### config.mk
export PLATFORM = sky130hd
export DESIGN_NAME = sdl_top
export DESIGN_NICKNAME = d
export VERILOG_FILES = /design/src/rtl/sdl_pkg.sv /design/src/rtl/sdl_top.sv
export SDC_FILE = /design/constraint.sdc
export NUM_CORES = 1
export LEC_CHECK = 0
export BUFFER_PORTS_ARGS = -buffer_cell sky130_fd_sc_hd__clkbuf_2
export CAP_MARGIN = 20
export CORE_ASPECT_RATIO = 0.9
export CORE_UTILIZATION = 59
export CTS_CLUSTER_DIAMETER = 50
export DETAILED_ROUTE_END_ITERATION = 8
export PLACE_DENSITY_LB_ADDON = 0.2
export SYNTH_ARGS = -nofsm -noshare
export SYNTH_HDL_FRONTEND = slang
export SYNTH_SLANG_ARGS = --single-unit
### constraint.sdc
create_clock -name clk -period 3.09 [get_ports clk]
set_input_delay 0.618 -clock clk [delete_from_list [all_inputs] [get_ports clk]]
set_output_delay 0.618 -clock clk [all_outputs]
set_load 0.02 [all_outputs]
### src/rtl/sdl_pkg.sv
// constants and types for the segment / digital-io pin mux and display driver
package sdl_pkg;
    localparam int NUM_SHARED      = 32;
    localparam int NUM_DEDICATED   = 5;
    localparam int NUM_SEG_PINS    = NUM_SHARED + NUM_DEDICATED;
    localparam int NUM_COMS        = 6;
    localparam int SEGS_PER_PIN    = 6;
    localparam int NUM_ROUTED      = 10;
    localparam int ROUTE_FIRST_PIN = 2;
    localparam int FIFTH_COM_PIN   = 27;
    localparam int SIXTH_COM_PIN   = 26;
    localparam int BLINK_PIN_A     = 22;
    localparam int BLINK_PIN_B     = 23;

    ////////////////////////////////////////////////////////////////////////////////
    localparam logic [15:0] ADDR_SEG_MAP  = 16'h2400;
    localparam logic [15:0] ADDR_DIO_DIR  = 16'h2404;
    localparam logic [15:0] ADDR_DIO_OUT  = 16'h2408;
    localparam logic [15:0] ADDR_CTRL     = 16'h240C;
    localparam logic [15:0] ADDR_DIO_IN   = 16'h2410;
    localparam logic [15:0] ADDR_TRIM     = 16'h2414;
    localparam logic [15:0] ADDR_STATUS   = 16'h2418;
    localparam logic [15:0] ADDR_SEG_DATA = 16'h2500;

    localparam int CTRL_ENABLE_BIT  = 0;
    localparam int CTRL_ALL_ON_BIT  = 1;
    localparam int CTRL_CLEAR_BIT   = 2;
    localparam int CTRL_COMS_LSB    = 3;
    localparam int CTRL_BIAS_LSB    = 6;
    localparam int CTRL_RATE_BIT    = 8;
    localparam int TRIM_DAC_LSB     = 0;
    localparam int TRIM_BLINK_A_LSB = 8;
    localparam int TRIM_BLINK_B_LSB = 16;
    localparam int STAT_PB_BIT      = 0;
    localparam int STAT_COM_LSB     = 1;
    localparam int STAT_PHASE_BIT   = 4;

    ////////////////////////////////////////////////////////////////////////////////
    localparam logic [2:0]  COMS_RESET  = 3'h4;
    localparam logic [2:0]  COMS_MIN    = 3'h1;
    localparam logic [2:0]  COMS_MAX    = 3'h6;
    localparam logic [4:0]  DAC_RESET   = 5'h00;
    localparam logic [5:0]  BLINK_RESET = 6'h00;
    localparam logic [1:0]  RESP_OKAY   = 2'h0;
    localparam logic [1:0]  RESP_SLVERR = 2'h2;

    localparam int CLK_PERIOD_NS       = 4;
    localparam int SLOT_TIME_NS        = 1000000;
    localparam int SLOT_TIME_MS        = 1;
    localparam int SLOT_CYCLES_DEFAULT = SLOT_TIME_NS / CLK_PERIOD_NS;
    localparam int BLINK_FAST_HALF_MS  = 500;
    localparam int BLINK_SLOW_HALF_MS  = 1000;
    localparam logic [9:0] BLINK_FAST_SLOTS = 10'(BLINK_FAST_HALF_MS / SLOT_TIME_MS);
    localparam logic [9:0] BLINK_SLOW_SLOTS = 10'(BLINK_SLOW_HALF_MS / SLOT_TIME_MS);

    ////////////////////////////////////////////////////////////////////////////////
    typedef enum logic [1:0] {
        SDL_BIAS_STATIC = 2'h0,
        SDL_BIAS_HALF   = 2'h1,
        SDL_BIAS_THIRD  = 2'h2
    } sdl_bias_t;

    typedef enum logic [1:0] {
        SDL_DRV_SEG_OFF   = 2'h0,
        SDL_DRV_SEG_ON    = 2'h1,
        SDL_DRV_COM_SEL   = 2'h2,
        SDL_DRV_COM_DESEL = 2'h3
    } sdl_drive_t;

    typedef struct packed {
        logic      blink_slow;
        sdl_bias_t bias;
        logic [2:0] com_count;
        logic      all_on;
        logic      enable;
    } sdl_cfg_t;
endpackage : sdl_pkg

### src/rtl/sdl_top.sv
// shared segment / digital-io pins and multiplexed display driver with axi4-lite registers
`timescale 1ns/1ps
module sdl_top #(
    parameter logic [17:0] SLOT_CYCLES = 18'(sdl_pkg::SLOT_CYCLES_DEFAULT)
) (
    // clock and reset
    input  wire  logic                                        clk,
    input  wire  logic                                        reset,
    // axi4-lite write
    input  wire  logic [15:0]                                 s_axi_awaddr,
    input  wire  logic                                        s_axi_awvalid,
    output logic                                              s_axi_awready,
    input  wire  logic [31:0]                                 s_axi_wdata,
    input  wire  logic [3:0]                                  s_axi_wstrb,
    input  wire  logic                                        s_axi_wvalid,
    output logic                                              s_axi_wready,
    output logic [1:0]                                        s_axi_bresp,
    output logic                                              s_axi_bvalid,
    input  wire  logic                                        s_axi_bready,
    // axi4-lite read
    input  wire  logic [15:0]                                 s_axi_araddr,
    input  wire  logic                                        s_axi_arvalid,
    output logic                                              s_axi_arready,
    output logic [31:0]                                       s_axi_rdata,
    output logic [1:0]                                        s_axi_rresp,
    output logic                                              s_axi_rvalid,
    input  wire  logic                                        s_axi_rready,
    // shared pins, io side
    input  wire  logic [sdl_pkg::NUM_SHARED-1:0]              shared_segment_io_in,
    output logic [sdl_pkg::NUM_SHARED-1:0]                    shared_segment_io_out,
    output logic [sdl_pkg::NUM_SHARED-1:0]                    shared_segment_io_oe,
    input  wire  logic                                        pushbutton_input,
    // routing to interrupt controller and timers
    output logic [sdl_pkg::NUM_ROUTED:0]                      event_route,
    // display drive
    output sdl_pkg::sdl_drive_t [sdl_pkg::NUM_SEG_PINS-1:0]   seg_drive,
    output sdl_pkg::sdl_drive_t [3:0]                         com_drive,
    output sdl_pkg::sdl_bias_t                                bias_mode,
    output logic [4:0]                                        bias_trim_dac,
    output logic                                              dac_power_en
);

    ////////////////////////////////////////////////////////////////////////////////
    logic [31:0]        segment_select_map;
    logic [31:0]        dio_dir;
    logic [31:0]        dio_out;
    sdl_pkg::sdl_cfg_t  cfg;
    logic [5:0]         blink_map_pin_a;
    logic [5:0]         blink_map_pin_b;
    logic [5:0]         segment_data_regs [0:sdl_pkg::NUM_SEG_PINS-1];
    logic [17:0]        slot_cnt;
    logic [2:0]         com_idx;
    logic [9:0]         blink_cnt;
    logic               blink_phase;
    logic               slot_end;
    logic               aw_held;
    logic               w_held;
    logic [15:0]        wr_addr;
    logic [31:0]        wr_data;
    logic [3:0]         wr_strb;
    logic               wr_fire;
    logic               wr_hit;
    logic               wr_data_hit;
    logic [5:0]         wr_idx;
    logic               display_data_clear;
    logic [31:0]        next_rdata;
    logic               rd_hit;
    logic [5:0]         rd_idx;
    logic [31:0]        lcd_pin;
    logic [31:0]        next_ctrl;
    logic [31:0]        next_trim;
    sdl_pkg::sdl_drive_t [sdl_pkg::NUM_SEG_PINS-1:0] next_seg_drive;
    sdl_pkg::sdl_drive_t [sdl_pkg::NUM_COMS-1:0]     next_com;

    function automatic logic [31:0] merge(input logic [31:0] old, input logic [31:0] nw, input logic [3:0] strb);
        logic [31:0] res;
        res = old;
        for (int b = 0; b < 4; b++) begin
            if (strb[b]) begin
                res[b*8 +: 8] = nw[b*8 +: 8];
            end
        end
        return res;
    endfunction : merge

    function automatic logic [2:0] clamp_coms(input logic [2:0] v);
        if (v < sdl_pkg::COMS_MIN) begin
            return sdl_pkg::COMS_MIN;
        end
        if (v > sdl_pkg::COMS_MAX) begin
            return sdl_pkg::COMS_MAX;
        end
        return v;
    endfunction : clamp_coms

    ////////////////////////////////////////////////////////////////////////////////
    // write channel: address and data taken in either order, answer after both
    assign wr_fire     = aw_held & w_held;
    assign wr_idx      = 6'((wr_addr - sdl_pkg::ADDR_SEG_DATA) >> 2);
    assign wr_data_hit = (wr_addr >= sdl_pkg::ADDR_SEG_DATA) && (wr_addr[1:0] == 2'h0)
                         && ((wr_addr - sdl_pkg::ADDR_SEG_DATA) < 16'(4 * sdl_pkg::NUM_SEG_PINS));
    assign wr_hit      = wr_data_hit || (wr_addr == sdl_pkg::ADDR_SEG_MAP) || (wr_addr == sdl_pkg::ADDR_DIO_DIR)
                         || (wr_addr == sdl_pkg::ADDR_DIO_OUT) || (wr_addr == sdl_pkg::ADDR_CTRL)
                         || (wr_addr == sdl_pkg::ADDR_DIO_IN) || (wr_addr == sdl_pkg::ADDR_TRIM)
                         || (wr_addr == sdl_pkg::ADDR_STATUS);
    // pulse only; the bit never stores, so it reads back as zero
    assign display_data_clear = wr_fire && (wr_addr == sdl_pkg::ADDR_CTRL) && wr_strb[0]
                                && wr_data[sdl_pkg::CTRL_CLEAR_BIT];

    always_ff @(posedge clk) begin
        if (reset) begin
            s_axi_awready <= 1'b0;
            s_axi_wready  <= 1'b0;
            s_axi_bvalid  <= 1'b0;
            s_axi_bresp   <= sdl_pkg::RESP_OKAY;
            aw_held       <= 1'b0;
            w_held        <= 1'b0;
            wr_addr       <= 16'h0000;
            wr_data       <= 32'h00000000;
            wr_strb       <= 4'h0;
        end else begin
            if (!aw_held && !w_held && !s_axi_bvalid && !s_axi_awready && !s_axi_wready) begin
                s_axi_awready <= 1'b1;
                s_axi_wready  <= 1'b1;
            end
            if (s_axi_awvalid && s_axi_awready) begin
                s_axi_awready <= 1'b0;
                aw_held       <= 1'b1;
                wr_addr       <= s_axi_awaddr;
            end
            if (s_axi_wvalid && s_axi_wready) begin
                s_axi_wready <= 1'b0;
                w_held       <= 1'b1;
                wr_data      <= s_axi_wdata;
                wr_strb      <= s_axi_wstrb;
            end
            if (wr_fire) begin
                aw_held      <= 1'b0;
                w_held       <= 1'b0;
                s_axi_bvalid <= 1'b1;
                s_axi_bresp  <= wr_hit ? sdl_pkg::RESP_OKAY : sdl_pkg::RESP_SLVERR;
            end
            if (s_axi_bvalid && s_axi_bready) begin
                s_axi_bvalid <= 1'b0;
            end
        end
    end

    ////////////////////////////////////////////////////////////////////////////////
    // configuration registers
    assign next_ctrl = merge({23'h000000, cfg.blink_slow, cfg.bias, cfg.com_count, 1'b0, cfg.all_on, cfg.enable},
                             wr_data, wr_strb);
    assign next_trim = merge({10'h000, blink_map_pin_b, 2'h0, blink_map_pin_a, 3'h0, bias_trim_dac},
                             wr_data, wr_strb);

    always_ff @(posedge clk) begin
        if (reset) begin
            segment_select_map <= 32'h00000000;
            dio_dir            <= 32'h00000000;
            dio_out            <= 32'h00000000;
        end else if (wr_fire) begin
            if (wr_addr == sdl_pkg::ADDR_SEG_MAP) begin
                segment_select_map <= merge(segment_select_map, wr_data, wr_strb);
            end
            if (wr_addr == sdl_pkg::ADDR_DIO_DIR) begin
                dio_dir <= merge(dio_dir, wr_data, wr_strb);
            end
            if (wr_addr == sdl_pkg::ADDR_DIO_OUT) begin
                dio_out <= merge(dio_out, wr_data, wr_strb);
            end
        end
    end

    always_ff @(posedge clk) begin
        if (reset) begin
            cfg.enable      <= 1'b0;
            cfg.all_on      <= 1'b0;
            cfg.com_count   <= sdl_pkg::COMS_RESET;
            cfg.bias        <= sdl_pkg::SDL_BIAS_THIRD;
            cfg.blink_slow  <= 1'b0;
            blink_map_pin_a <= sdl_pkg::BLINK_RESET;
            blink_map_pin_b <= sdl_pkg::BLINK_RESET;
            bias_trim_dac   <= sdl_pkg::DAC_RESET;
            dac_power_en    <= 1'b0;
        end else if (wr_fire) begin
            if (wr_addr == sdl_pkg::ADDR_CTRL) begin
                cfg.enable     <= next_ctrl[sdl_pkg::CTRL_ENABLE_BIT];
                cfg.all_on     <= next_ctrl[sdl_pkg::CTRL_ALL_ON_BIT];
                cfg.com_count  <= clamp_coms(next_ctrl[sdl_pkg::CTRL_COMS_LSB +: 3]);
                cfg.bias       <= (next_ctrl[sdl_pkg::CTRL_BIAS_LSB +: 2] == 2'h3) ? sdl_pkg::SDL_BIAS_THIRD
                                  : sdl_pkg::sdl_bias_t'(next_ctrl[sdl_pkg::CTRL_BIAS_LSB +: 2]);
                cfg.blink_slow <= next_ctrl[sdl_pkg::CTRL_RATE_BIT];
            end
            if (wr_addr == sdl_pkg::ADDR_TRIM) begin
                blink_map_pin_a <= next_trim[sdl_pkg::TRIM_BLINK_A_LSB +: 6];
                blink_map_pin_b <= next_trim[sdl_pkg::TRIM_BLINK_B_LSB +: 6];
                bias_trim_dac   <= next_trim[sdl_pkg::TRIM_DAC_LSB +: 5];
                dac_power_en    <= next_trim[sdl_pkg::TRIM_DAC_LSB +: 5] != 5'h00;
            end
        end
    end

    ////////////////////////////////////////////////////////////////////////////////
    // segment data: six bits per pin, bit n lights the segment on common n
    generate
        for (genvar i = 0; i < sdl_pkg::NUM_SEG_PINS; i++) begin : g_data
            always_ff @(posedge clk) begin
                if (reset) begin
                    segment_data_regs[i] <= 6'h00;
                end else if (display_data_clear && (i >= sdl_pkg::NUM_SHARED || segment_select_map[i])) begin
                    segment_data_regs[i] <= 6'h00;
                end else if (wr_fire && wr_data_hit && wr_idx == 6'(i) && wr_strb[0]) begin
                    segment_data_regs[i] <= wr_data[5:0];
                end
            end
        end
    endgenerate

    ////////////////////////////////////////////////////////////////////////////////
    // common scan and blink timebase
    assign slot_end = (slot_cnt == SLOT_CYCLES - 18'h00001);

    always_ff @(posedge clk) begin
        if (reset) begin
            slot_cnt <= 18'h00000;
            com_idx  <= 3'h0;
        end else if (slot_end) begin
            slot_cnt <= 18'h00000;
            com_idx  <= (com_idx + 3'h1 >= cfg.com_count) ? 3'h0 : com_idx + 3'h1;
        end else begin
            slot_cnt <= slot_cnt + 18'h00001;
        end
    end

    // the half period counts whole slots, so the rate is exact only while slot length is default
    always_ff @(posedge clk) begin
        if (reset) begin
            blink_cnt   <= 10'h000;
            blink_phase <= 1'b0;
        end else if (slot_end) begin
            if (blink_cnt + 10'h001 >= (cfg.blink_slow ? sdl_pkg::BLINK_SLOW_SLOTS : sdl_pkg::BLINK_FAST_SLOTS)) begin
                blink_cnt   <= 10'h000;
                blink_phase <= ~blink_phase;
            end else begin
                blink_cnt <= blink_cnt + 10'h001;
            end
        end
    end

    ////////////////////////////////////////////////////////////////////////////////
    // drive levels for every display pin
    always_comb begin
        logic on;
        on = 1'b0;
        for (int j = 0; j < sdl_pkg::NUM_COMS; j++) begin
            if (3'(j) >= cfg.com_count) begin
                next_com[j] = sdl_pkg::SDL_DRV_SEG_OFF;
            end else begin
                next_com[j] = (3'(j) == com_idx) ? sdl_pkg::SDL_DRV_COM_SEL : sdl_pkg::SDL_DRV_COM_DESEL;
            end
        end
        for (int i = 0; i < sdl_pkg::NUM_SEG_PINS; i++) begin
            on = segment_data_regs[i][com_idx];
            if (i == sdl_pkg::BLINK_PIN_A && blink_phase && blink_map_pin_a[com_idx]) begin
                on = 1'b0;
            end
            if (i == sdl_pkg::BLINK_PIN_B && blink_phase && blink_map_pin_b[com_idx]) begin
                on = 1'b0;
            end
            // masking the output only, so stored data survives blank and all-on
            if (!cfg.enable) begin
                on = 1'b0;
            end else if (cfg.all_on) begin
                on = 1'b1;
            end
            next_seg_drive[i] = on ? sdl_pkg::SDL_DRV_SEG_ON : sdl_pkg::SDL_DRV_SEG_OFF;
            if (i < sdl_pkg::NUM_SHARED && !lcd_pin[i]) begin
                next_seg_drive[i] = sdl_pkg::SDL_DRV_SEG_OFF;
            end
        end
        if (cfg.com_count >= 3'h5) begin
            next_seg_drive[sdl_pkg::FIFTH_COM_PIN] = next_com[4];
        end
        if (cfg.com_count >= 3'h6) begin
            next_seg_drive[sdl_pkg::SIXTH_COM_PIN] = next_com[5];
        end
    end

    // a pin taken over as a common is a display pin whatever its map bit says
    always_comb begin
        lcd_pin = segment_select_map;
        if (cfg.com_count >= 3'h5) begin
            lcd_pin[sdl_pkg::FIFTH_COM_PIN] = 1'b1;
        end
        if (cfg.com_count >= 3'h6) begin
            lcd_pin[sdl_pkg::SIXTH_COM_PIN] = 1'b1;
        end
    end

    always_ff @(posedge clk) begin
        if (reset) begin
            seg_drive <= '{default: sdl_pkg::SDL_DRV_SEG_OFF};
            com_drive <= '{default: sdl_pkg::SDL_DRV_SEG_OFF};
            bias_mode <= sdl_pkg::SDL_BIAS_THIRD;
        end else begin
            seg_drive <= next_seg_drive;
            com_drive <= next_com[3:0];
            bias_mode <= cfg.bias;
        end
    end

    ////////////////////////////////////////////////////////////////////////////////
    // io pins and event routing
    always_ff @(posedge clk) begin
        if (reset) begin
            shared_segment_io_out <= 32'h00000000;
            shared_segment_io_oe  <= 32'h00000000;
            event_route           <= 11'h000;
        end else begin
            shared_segment_io_out <= dio_out;
            shared_segment_io_oe  <= dio_dir & ~lcd_pin;
            for (int k = 0; k < sdl_pkg::NUM_ROUTED; k++) begin
                event_route[k] <= shared_segment_io_oe[k + sdl_pkg::ROUTE_FIRST_PIN]
                                  ? shared_segment_io_out[k + sdl_pkg::ROUTE_FIRST_PIN]
                                  : shared_segment_io_in[k + sdl_pkg::ROUTE_FIRST_PIN];
            end
            event_route[sdl_pkg::NUM_ROUTED] <= pushbutton_input;
        end
    end

    ////////////////////////////////////////////////////////////////////////////////
    // read channel: one cycle from address to data
    assign rd_idx = 6'((s_axi_araddr - sdl_pkg::ADDR_SEG_DATA) >> 2);

    always_comb begin
        rd_hit     = 1'b1;
        next_rdata = 32'h00000000;
        unique case (s_axi_araddr)
            sdl_pkg::ADDR_SEG_MAP: next_rdata = segment_select_map;
            sdl_pkg::ADDR_DIO_DIR: next_rdata = dio_dir;
            sdl_pkg::ADDR_DIO_OUT: next_rdata = dio_out;
            sdl_pkg::ADDR_CTRL:    next_rdata = {23'h000000, cfg.blink_slow, cfg.bias, cfg.com_count, 1'b0,
                                                 cfg.all_on, cfg.enable};
            sdl_pkg::ADDR_DIO_IN:  next_rdata = shared_segment_io_in;
            sdl_pkg::ADDR_TRIM:    next_rdata = {10'h000, blink_map_pin_b, 2'h0, blink_map_pin_a, 3'h0, bias_trim_dac};
            sdl_pkg::ADDR_STATUS:  next_rdata = {27'h0000000, blink_phase, com_idx, pushbutton_input};
            default: begin
                if (s_axi_araddr >= sdl_pkg::ADDR_SEG_DATA && s_axi_araddr[1:0] == 2'h0
                    && (s_axi_araddr - sdl_pkg::ADDR_SEG_DATA) < 16'(4 * sdl_pkg::NUM_SEG_PINS)) begin
                    next_rdata = {26'h0000000, segment_data_regs[rd_idx]};
                end else begin
                    rd_hit = 1'b0;
                end
            end
        endcase
    end

    always_ff @(posedge clk) begin
        if (reset) begin
            s_axi_arready <= 1'b0;
            s_axi_rvalid  <= 1'b0;
            s_axi_rdata   <= 32'h00000000;
            s_axi_rresp   <= sdl_pkg::RESP_OKAY;
        end else if (s_axi_arvalid && s_axi_arready) begin
            s_axi_arready <= 1'b0;
            s_axi_rvalid  <= 1'b1;
            s_axi_rdata   <= next_rdata;
            s_axi_rresp   <= rd_hit ? sdl_pkg::RESP_OKAY : sdl_pkg::RESP_SLVERR;
        end else if (s_axi_rvalid && s_axi_rready) begin
            s_axi_rvalid <= 1'b0;
        end else if (!s_axi_rvalid) begin
            s_axi_arready <= 1'b1;
        end
    end

endmodule : sdl_top

==> qor.yml, run 1 <==
worst_setup_path:
  cp_max_fo: 9
  crit_path_end_kind: "flip-flop"
  required_ps: 3420
  worst_ep_arrival_time_ps: 3240
  path_class: "reg -> reg"
  start_kind: "flip-flop"
synth:
  synth_commonest_cells: "437 x nand2_1, 371 x dfxtp_1, 297 x nor2_1, 222 x edfxtp_1, 188 x a21oi_1"
  synth_warnings: 0
  synth_cells: 2597
  synth_edf_count: 222
  yosysUniqueCellTypes: 70
  ys_seq_area_frac: 0.530
  async_reset_ff_frac: 0
  netlist.area_leader.share: 0.280
  synth_top_cell_by_area: "dfxtp_1"
  synth.avg_cell_area_um2: 10.2
  synth-main-ff-cell: "dfxtp_1"
  syn_area_um2: 26600
  netlist_top_cells_area: "dfxtp_1 28%, edfxtp_1 25%, mux4_2 8.3%"
  synth_seq_cells: 593
  synth.most_common_cell: "nand2_1"
timing:
  rsz0062_at_grt: "false"
  tightestPinTransition_ps: 908
  clock.fmax_mhz: 344
  finalHoldViolCount: 0
  clock-skew-final_ps: 35.8
  min_period_ps: 2910
  timing.final.crit_share: 0.942
  drv_slew: 0
  maxSlewHeadroom: 0.388
  setup_viol: 0
  hold_ws_ps: 194
  setup_tns_ps: 0
pwr:
  power.density_nw_per_um2: 564
  vdd_drop_max_mv: 0.495
  p_leak_nw: 11.6
  total_power_mw: 17.4
global_routing:
  antenna_found_initial: 1
  grt_pass1_vias: 20900
  gr-max-usage-layer: "met2"
  grt.total_usage: 0.380
  use_met2: 0.584
  met3_usage: 0.0699
  grt_max_degree: 123
  gr-total-overflow: 0
  grt_pass1_wl_mm: 129
  use_met1: 0.524
detailed_routing:
  drtIter0Drc: 2797
  post_drt_wl_per_cell_um: 25.2
  firstDrtPassIters: 6
  drt_wl_total_mm: 88.0
  via_count: 22500
  viasPerCell: 6.44
  ant_nets: 0
  drc: 0
die:
  start_util: 0.600
  num_rows: 73
  dieHeight_um: 203
  die-area_um2: 45900
  dieWidth_um: 226
  fp.coreArea_um2: 44300
  io_pins: 314
place:
  portBuffers: 276
  place_inst: 3376
  gp_congestion: 0.979
  dp_hpwl_mm: 62.6
cts:
  cts_tree: "yes"
  hold_buffers: 0
  cts.sinks: 593
  cts_buffer_depth: 3
  cts_buffers: 60
  path_clk_slew_ps: 70
  htreeDepth: 2
  clock_latency_ps: 640
  root_buffer: "clkbuf_16"
cells_and_area:
  seq_area_um2: 14100
  nNetsFinal: 2961
  multi_input_area_um2: 11500
  drive_gt1_frac: 0.212
  nFillCells: 3406
  instances_no_fill: 3491
  area_growth_pct: 16.1
min_path:
  hold_class: "in -> reg"
outcome:
  outcome: "completed"
run:
  cap_viol_max_count: 0
worst max-delay path, stage by stage, from the launching register on:
cell and delay [ps]:
dfxtp_1 430, and4bb_1 310, nand3_2 150, or3_1 530, or4b_4 600, nor4_4 270
nand2b_1 310
cell families (layout without fill, tap and decap cells):
logic type                 Yosys count  in the layout  synth area share
AOI/OAI and AO/OA                  410            410             0.101
xor gates and xnor gates            21             21           0.00692
adders and majority gates           16             16           0.00744
buffers and inverters              247            504            0.0415
DFF                                593            593             0.530
muxes                              184            184             0.116
other                                1             38          0.000141
and+or+nand+nor                   1125           1125             0.197
stage by stage:
step           instance area, µm²   util  setup WS [ps]
2_1_floorplan               26700      -            443
3_3_place_gp                28700  0.648           47.2
3_5_place_dp                28700  0.648          -48.3
4_1_cts                     30900  0.696            220
5_1_grt                     30900  0.696           3.45
6_report                    30900  0.696            179
layout make-up:
class,count,area share
multi-input combinational,1793,0.374
antenna,1,0.0000811
sequential,593,0.457
tap,600,0.0243
inverter,17,0.00207
clock buffer,74,0.0550
clock inverter,40,0.0140
timing repair buffer,373,0.0733
sequential cells by signal, summed over array words and instances, names as in the netlist, 2 cells and up:
register	count
segment_data_regs	222
seg_drive	39
dio_dir	32
dio_out	32
s_axi_rdata	32
segment_select_map	32
shared_segment_io_oe	32
shared_segment_io_out	32
wr_data	32
slot_cnt	18
wr_addr	16
event_route	11
blink_cnt	10
cfg	8
com_drive	8
blink_map_pin_a	6
blink_map_pin_b	6
bias_trim_dac	5
wr_strb	4
com_idx	3
bias_mode	2
metal layers:
metal	wire length, µm	vias up
li1	-	9690
met1	33300	10900
met2	39600	1658
met3	10800	258
met4	4340	2
met5	13	-
cell usage in the layout, fill, tap and decap left out, types with 41 or more instances in the layout:
cell type / instances
buf_4: 88
clkbuf_16: 63
nor2b_1: 47
edfxtp_1: 222
nor2_1: 294
nand2_1: 437
mux2i_1: 81
a22oi_1: 52
nor3_1: 41
nand3_1: 74
mux4_2: 98
a21oi_1: 188
clkbuf_2: 273
dfxtp_1: 369
and2_1: 64
power breakdown:
group          leakage (nW)  internal (mW)  switching [mW]  total [mW]
logic                  5.22          0.425           0.788        1.21
registers              5.29           8.27           0.191        8.47
clock network          1.05           4.45            3.26        7.71
total                  11.6           13.1            4.24        17.4
worst paths after layout:
kind	slack (ps)	to	startpoint	cells past startpoint
setup reg to reg	180	segment_data_regs[35][1]$_SDFFCE_PN0P_	aw_held$_SDFFE_PP0P_	6
hold / removal	190	wr_data[25]$_SDFFE_PP0P_	s_axi_wdata[25]	3
hold reg to reg	440	slot_cnt[0]$_SDFF_PP0_	slot_cnt[0]$_SDFF_PP0_	1
setup / recovery	180	segment_data_regs[35][1]$_SDFFCE_PN0P_	aw_held$_SDFFE_PP0P_	6
what timing repair did:
item,in CTS,in global routing
resized for setup,1,0
endpoints found under the setup margin,12,0
buffers inserted,0,0
Note: power is estimated with default switching activity, not from simulation.
==> run 2, diff against run 1 <==
--- a/config.mk
+++ b/config.mk
@@ -11,6 +11,7 @@
 export CORE_UTILIZATION = 59
 export CTS_CLUSTER_DIAMETER = 50
 export DETAILED_ROUTE_END_ITERATION = 8
+export GPL_TIMING_DRIVEN = 0
 export PLACE_DENSITY_LB_ADDON = 0.2
 export SYNTH_ARGS = -nofsm -noshare
 export SYNTH_HDL_FRONTEND = slang
==> run 2 against run 1 <==
Against the previous run: the flow now finishes with violations (negative setup slack); total power is 0.77% lower; non-clock buffer count grew 135; first-iteration DRC count grew 40%; clock-buffer cell count rose by 8; highest routed layer unchanged; clock power down 3.4%.
==> qor.yml, run 2 (same netlist as run 1, synthesis figures left out) <==
outcome:
  outcome: "complete, but fails checks"  # was completed
  violations: "negative setup slack"
cells_and_area:
  drive_gt1_frac: 0.200  # was 0.212
  top_register: "segment_data_regs"  # unchanged
  final_common_cell: "nand2_1"  # unchanged
  area_growth_pct: 16.8  # was 16.1%
  utilization: 0.701  # was 0.696
  nFillCells: 3350  # was 3406
  instances_no_fill: 3622  # was 3491
  largest_register_ffs: 222  # unchanged
  reg.largest.list: "segment_data_regs (222), seg_drive (39)"  # unchanged
  nNetsFinal: 3094  # was 2961
  most-common-layout-cells: "437 x nand2_1, 371 x dfxtp_1, 295 x nor2_1"  # was 437 x nand2_1, 369 x dfxtp_1, 294 x nor2_1
worst_setup_path:
  required_ps: 3600  # was 3420 ps
  cp_max_fo: 10  # was 9
  max_stage_delay_ps: 930  # was 600 ps
  critPathBufInv: 3  # was 0
  worst_ep_arrival_time_ps: 3710  # was 3240 ps
  crit_path_end_kind: "flip-flop"  # unchanged
  path_delay_family: "buffers and inverters"  # was simple AND/OR/NAND/NOR gates
  rrSetupSlack_ps: 30  # was 180 ps
  path_class: "in -> reg"  # was reg -> reg
  path_cells: "clkbuf_2, buf_2, clkdlybuf4s15_1, mux4_2, and2_1, a211oi_1, a21oi_1, mux2i_1, o22ai_1"  # was and4bb_1, nand3_2, or3_1, or4b_4, nor4_4, nand2b_1
  start_kind: "input pin"  # was flip-flop
  crit_path_top_delay_cell: "clkdlybuf4s15_1"  # was or4b_4
global_routing:
  grt.total_usage: 0.428  # was 0.380
  grt_pass1_vias: 21900  # was 20900
  antenna_found_initial: 3  # was 1
  gr-total-overflow: 0  # unchanged
  grt_pass1_wl_mm: 142  # was 129 mm
  grt_max_degree: 16  # was 123
pwr:
  vdd_drop_max_mv: 0.391  # was 0.495 mV
  power_switching_mw: 4.25  # was 4.24 mW
  p_clk_frac: 0.432  # was 0.443
  seqPwrFrac: 0.490  # was 0.487
  power_frac_comb: 0.078  # was 0.070
  p_leak_nw: 11.6  # about the same
  internal_power_mw: 13.0  # was 13.1 mW
  power.density_nw_per_um2: 556  # was 564 nW/µm²
  switching_share: 0.246  # was 0.244
timing:
  maxSlewHeadroom: 0.287  # was 0.388
  clock-skew-final_ps: 18.7  # was 35.8 ps
  tightestPinTransition_ps: 1070  # was 908 ps
  timing.final.crit_share: 1.04  # was 0.942
  finalHoldViolCount: 0  # unchanged
  setup_ws_ps: -109  # was 179 ps
  rsz0062_at_grt: "true"  # was false
  clock.fmax_mhz: 313  # was 344 MHz
  drv_slew: 0  # unchanged
  min_period_ps: 3200  # was 2910 ps
  setup_viol: 10  # was 0
  hold_ws_ps: 215  # was 194 ps
cts:
  root_buffer: "clkbuf_16"  # unchanged
  clock_latency_ps: 640  # about the same
  htreeDepth: 2  # unchanged
  cts_buffers: 58  # was 60
  cts.sinks: 593  # unchanged
  cts_buffer_depth: 3  # unchanged
  path_clk_slew_ps: 70  # about the same
  cts_tree: "yes"  # unchanged
die:
  num_rows: 73  # unchanged
  start_util: 0.600  # unchanged
  io_pins: 314  # unchanged
  die-area_um2: 45900  # unchanged
  dieWidth_um: 226  # unchanged
  dieHeight_um: 203  # unchanged
  fp.coreArea_um2: 44300  # unchanged
detailed_routing:
  drt_wl_total_mm: 98.8  # was 88.0 mm
  firstDrtPassIters: 7  # was 6
  viasPerCell: 6.54  # was 6.44
  drc: 0  # unchanged
  ant_nets: 0  # unchanged
  via_count: 23700  # was 22500
  post_drt_wl_per_cell_um: 27.3  # was 25.2 µm
  drtIter0Drc: 3920  # was 2797
place:
  gp_congestion: 1.08  # was 0.979
  dp_hpwl_mm: 73.5  # was 62.6 mm
  place_inst: 3508  # was 3376
  portBuffers: 272  # was 276
min_path:
  hold_class: "in -> reg"  # unchanged
run:
  cap_viol_max_count: 0  # unchanged
-- run 2: cell count changes in the layout (fill, tap and decap cells not counted), moves of 5 or more --
cell / delta
clkbuf_1: +127
buf_4: -44
buf_2: +23
buf_1: +18
clkbuf_2: +16
buf_12: -10
clkbuf_8: +7
clkbuf_4: +5
clkinv_2: -5
-- run 2: path summary, 6_finish.rpt --
| path | cells after the start | end | startpoint |
|---|---|---|---|
| setup reg to reg | 8 | segment_data_regs[2][5]$_SDFFCE_PN0P_ | w_held$_SDFFE_PP0P_ |
| hold reg to reg | 1 | slot_cnt[0]$_SDFF_PP0_ | slot_cnt[0]$_SDFF_PP0_ |
| setup / recovery | 9 | s_axi_rdata[1]$_SDFFE_PP0P_ | s_axi_araddr[3] |
| hold / removal | 3 | wr_data[26]$_SDFFE_PP0P_ | s_axi_wdata[26] |
-- run 2: power groups by stage --
stage / Clock (mW) / Sequential (mW) / Combinational [mW]
finish: 7.45 / 8.46 / 1.35
global route: 7.74 / 8.46 / 1.38
CTS: 7.41 / 8.44 / 1.27
detailed placement: 0 / 8.61 / 1.25
global placement: 0 / 8.60 / 1.23
floorplan: 0 / 8.56 / 0.751
-- run 2: repair_timing --
| action | CTS | global route |
|---|---|---|
| hold buffers | 0 | 0 |
| resized for setup | 33 | 38 |
| pin swaps | 0 | 2 |
| endpoints found under the setup margin | 264 | 327 |
| setup buffers | 0 | 5 |
-- run 2: tightest hold or removal path: stages --
cell      delay (ps)
clkbuf_2          80
nand2_1           50
a21oi_1           50
-- run 2: layout make-up --
class | instances | area (µm²) | area share
Antenna cell | 2 | 5.00 | 0.000161
Buffer | 226 | 1090 | 0.0351
Clock buffer | 82 | 1710 | 0.0552
Clock inverter | 27 | 288 | 0.00927
Inverter | 17 | 67.6 | 0.00218
Multi-Input combinational cell | 1793 | 11600 | 0.373
Sequential cell | 593 | 14100 | 0.454
Tap cell | 600 | 751 | 0.0242
Timing Repair Buffer | 282 | 1460 | 0.0470
-- run 2: through the flow --
| stage | setup WS, ps | cell area [µm²] | TNS (ps) | power (mW) |
|---|---|---|---|---|
| 3_5_place_dp | -1210 | 28800 | -231100 | 9.86 |
| 3_3_place_gp | -1450 | 28800 | -246450 | 9.83 |
| 4_1_cts | 9.70 | 30900 | 0 | 17.1 |
| 2_1_floorplan | 443 | 26700 | 0 | 9.31 |
| 5_1_grt | -77.6 | 31000 | -113 | 17.6 |
| 6_report | -109 | 31000 | -380 | 17.3 |
-- run 2: routing by layer --
layer  vias to the layer above  GRT usage  wire length, µm
met4                         2      0.245             6460
met3                       437      0.132            16000
met1                     11200      0.583            35000
met5                         -          0               95
met2                      2125      0.605            41300
li1                       9943          -                -
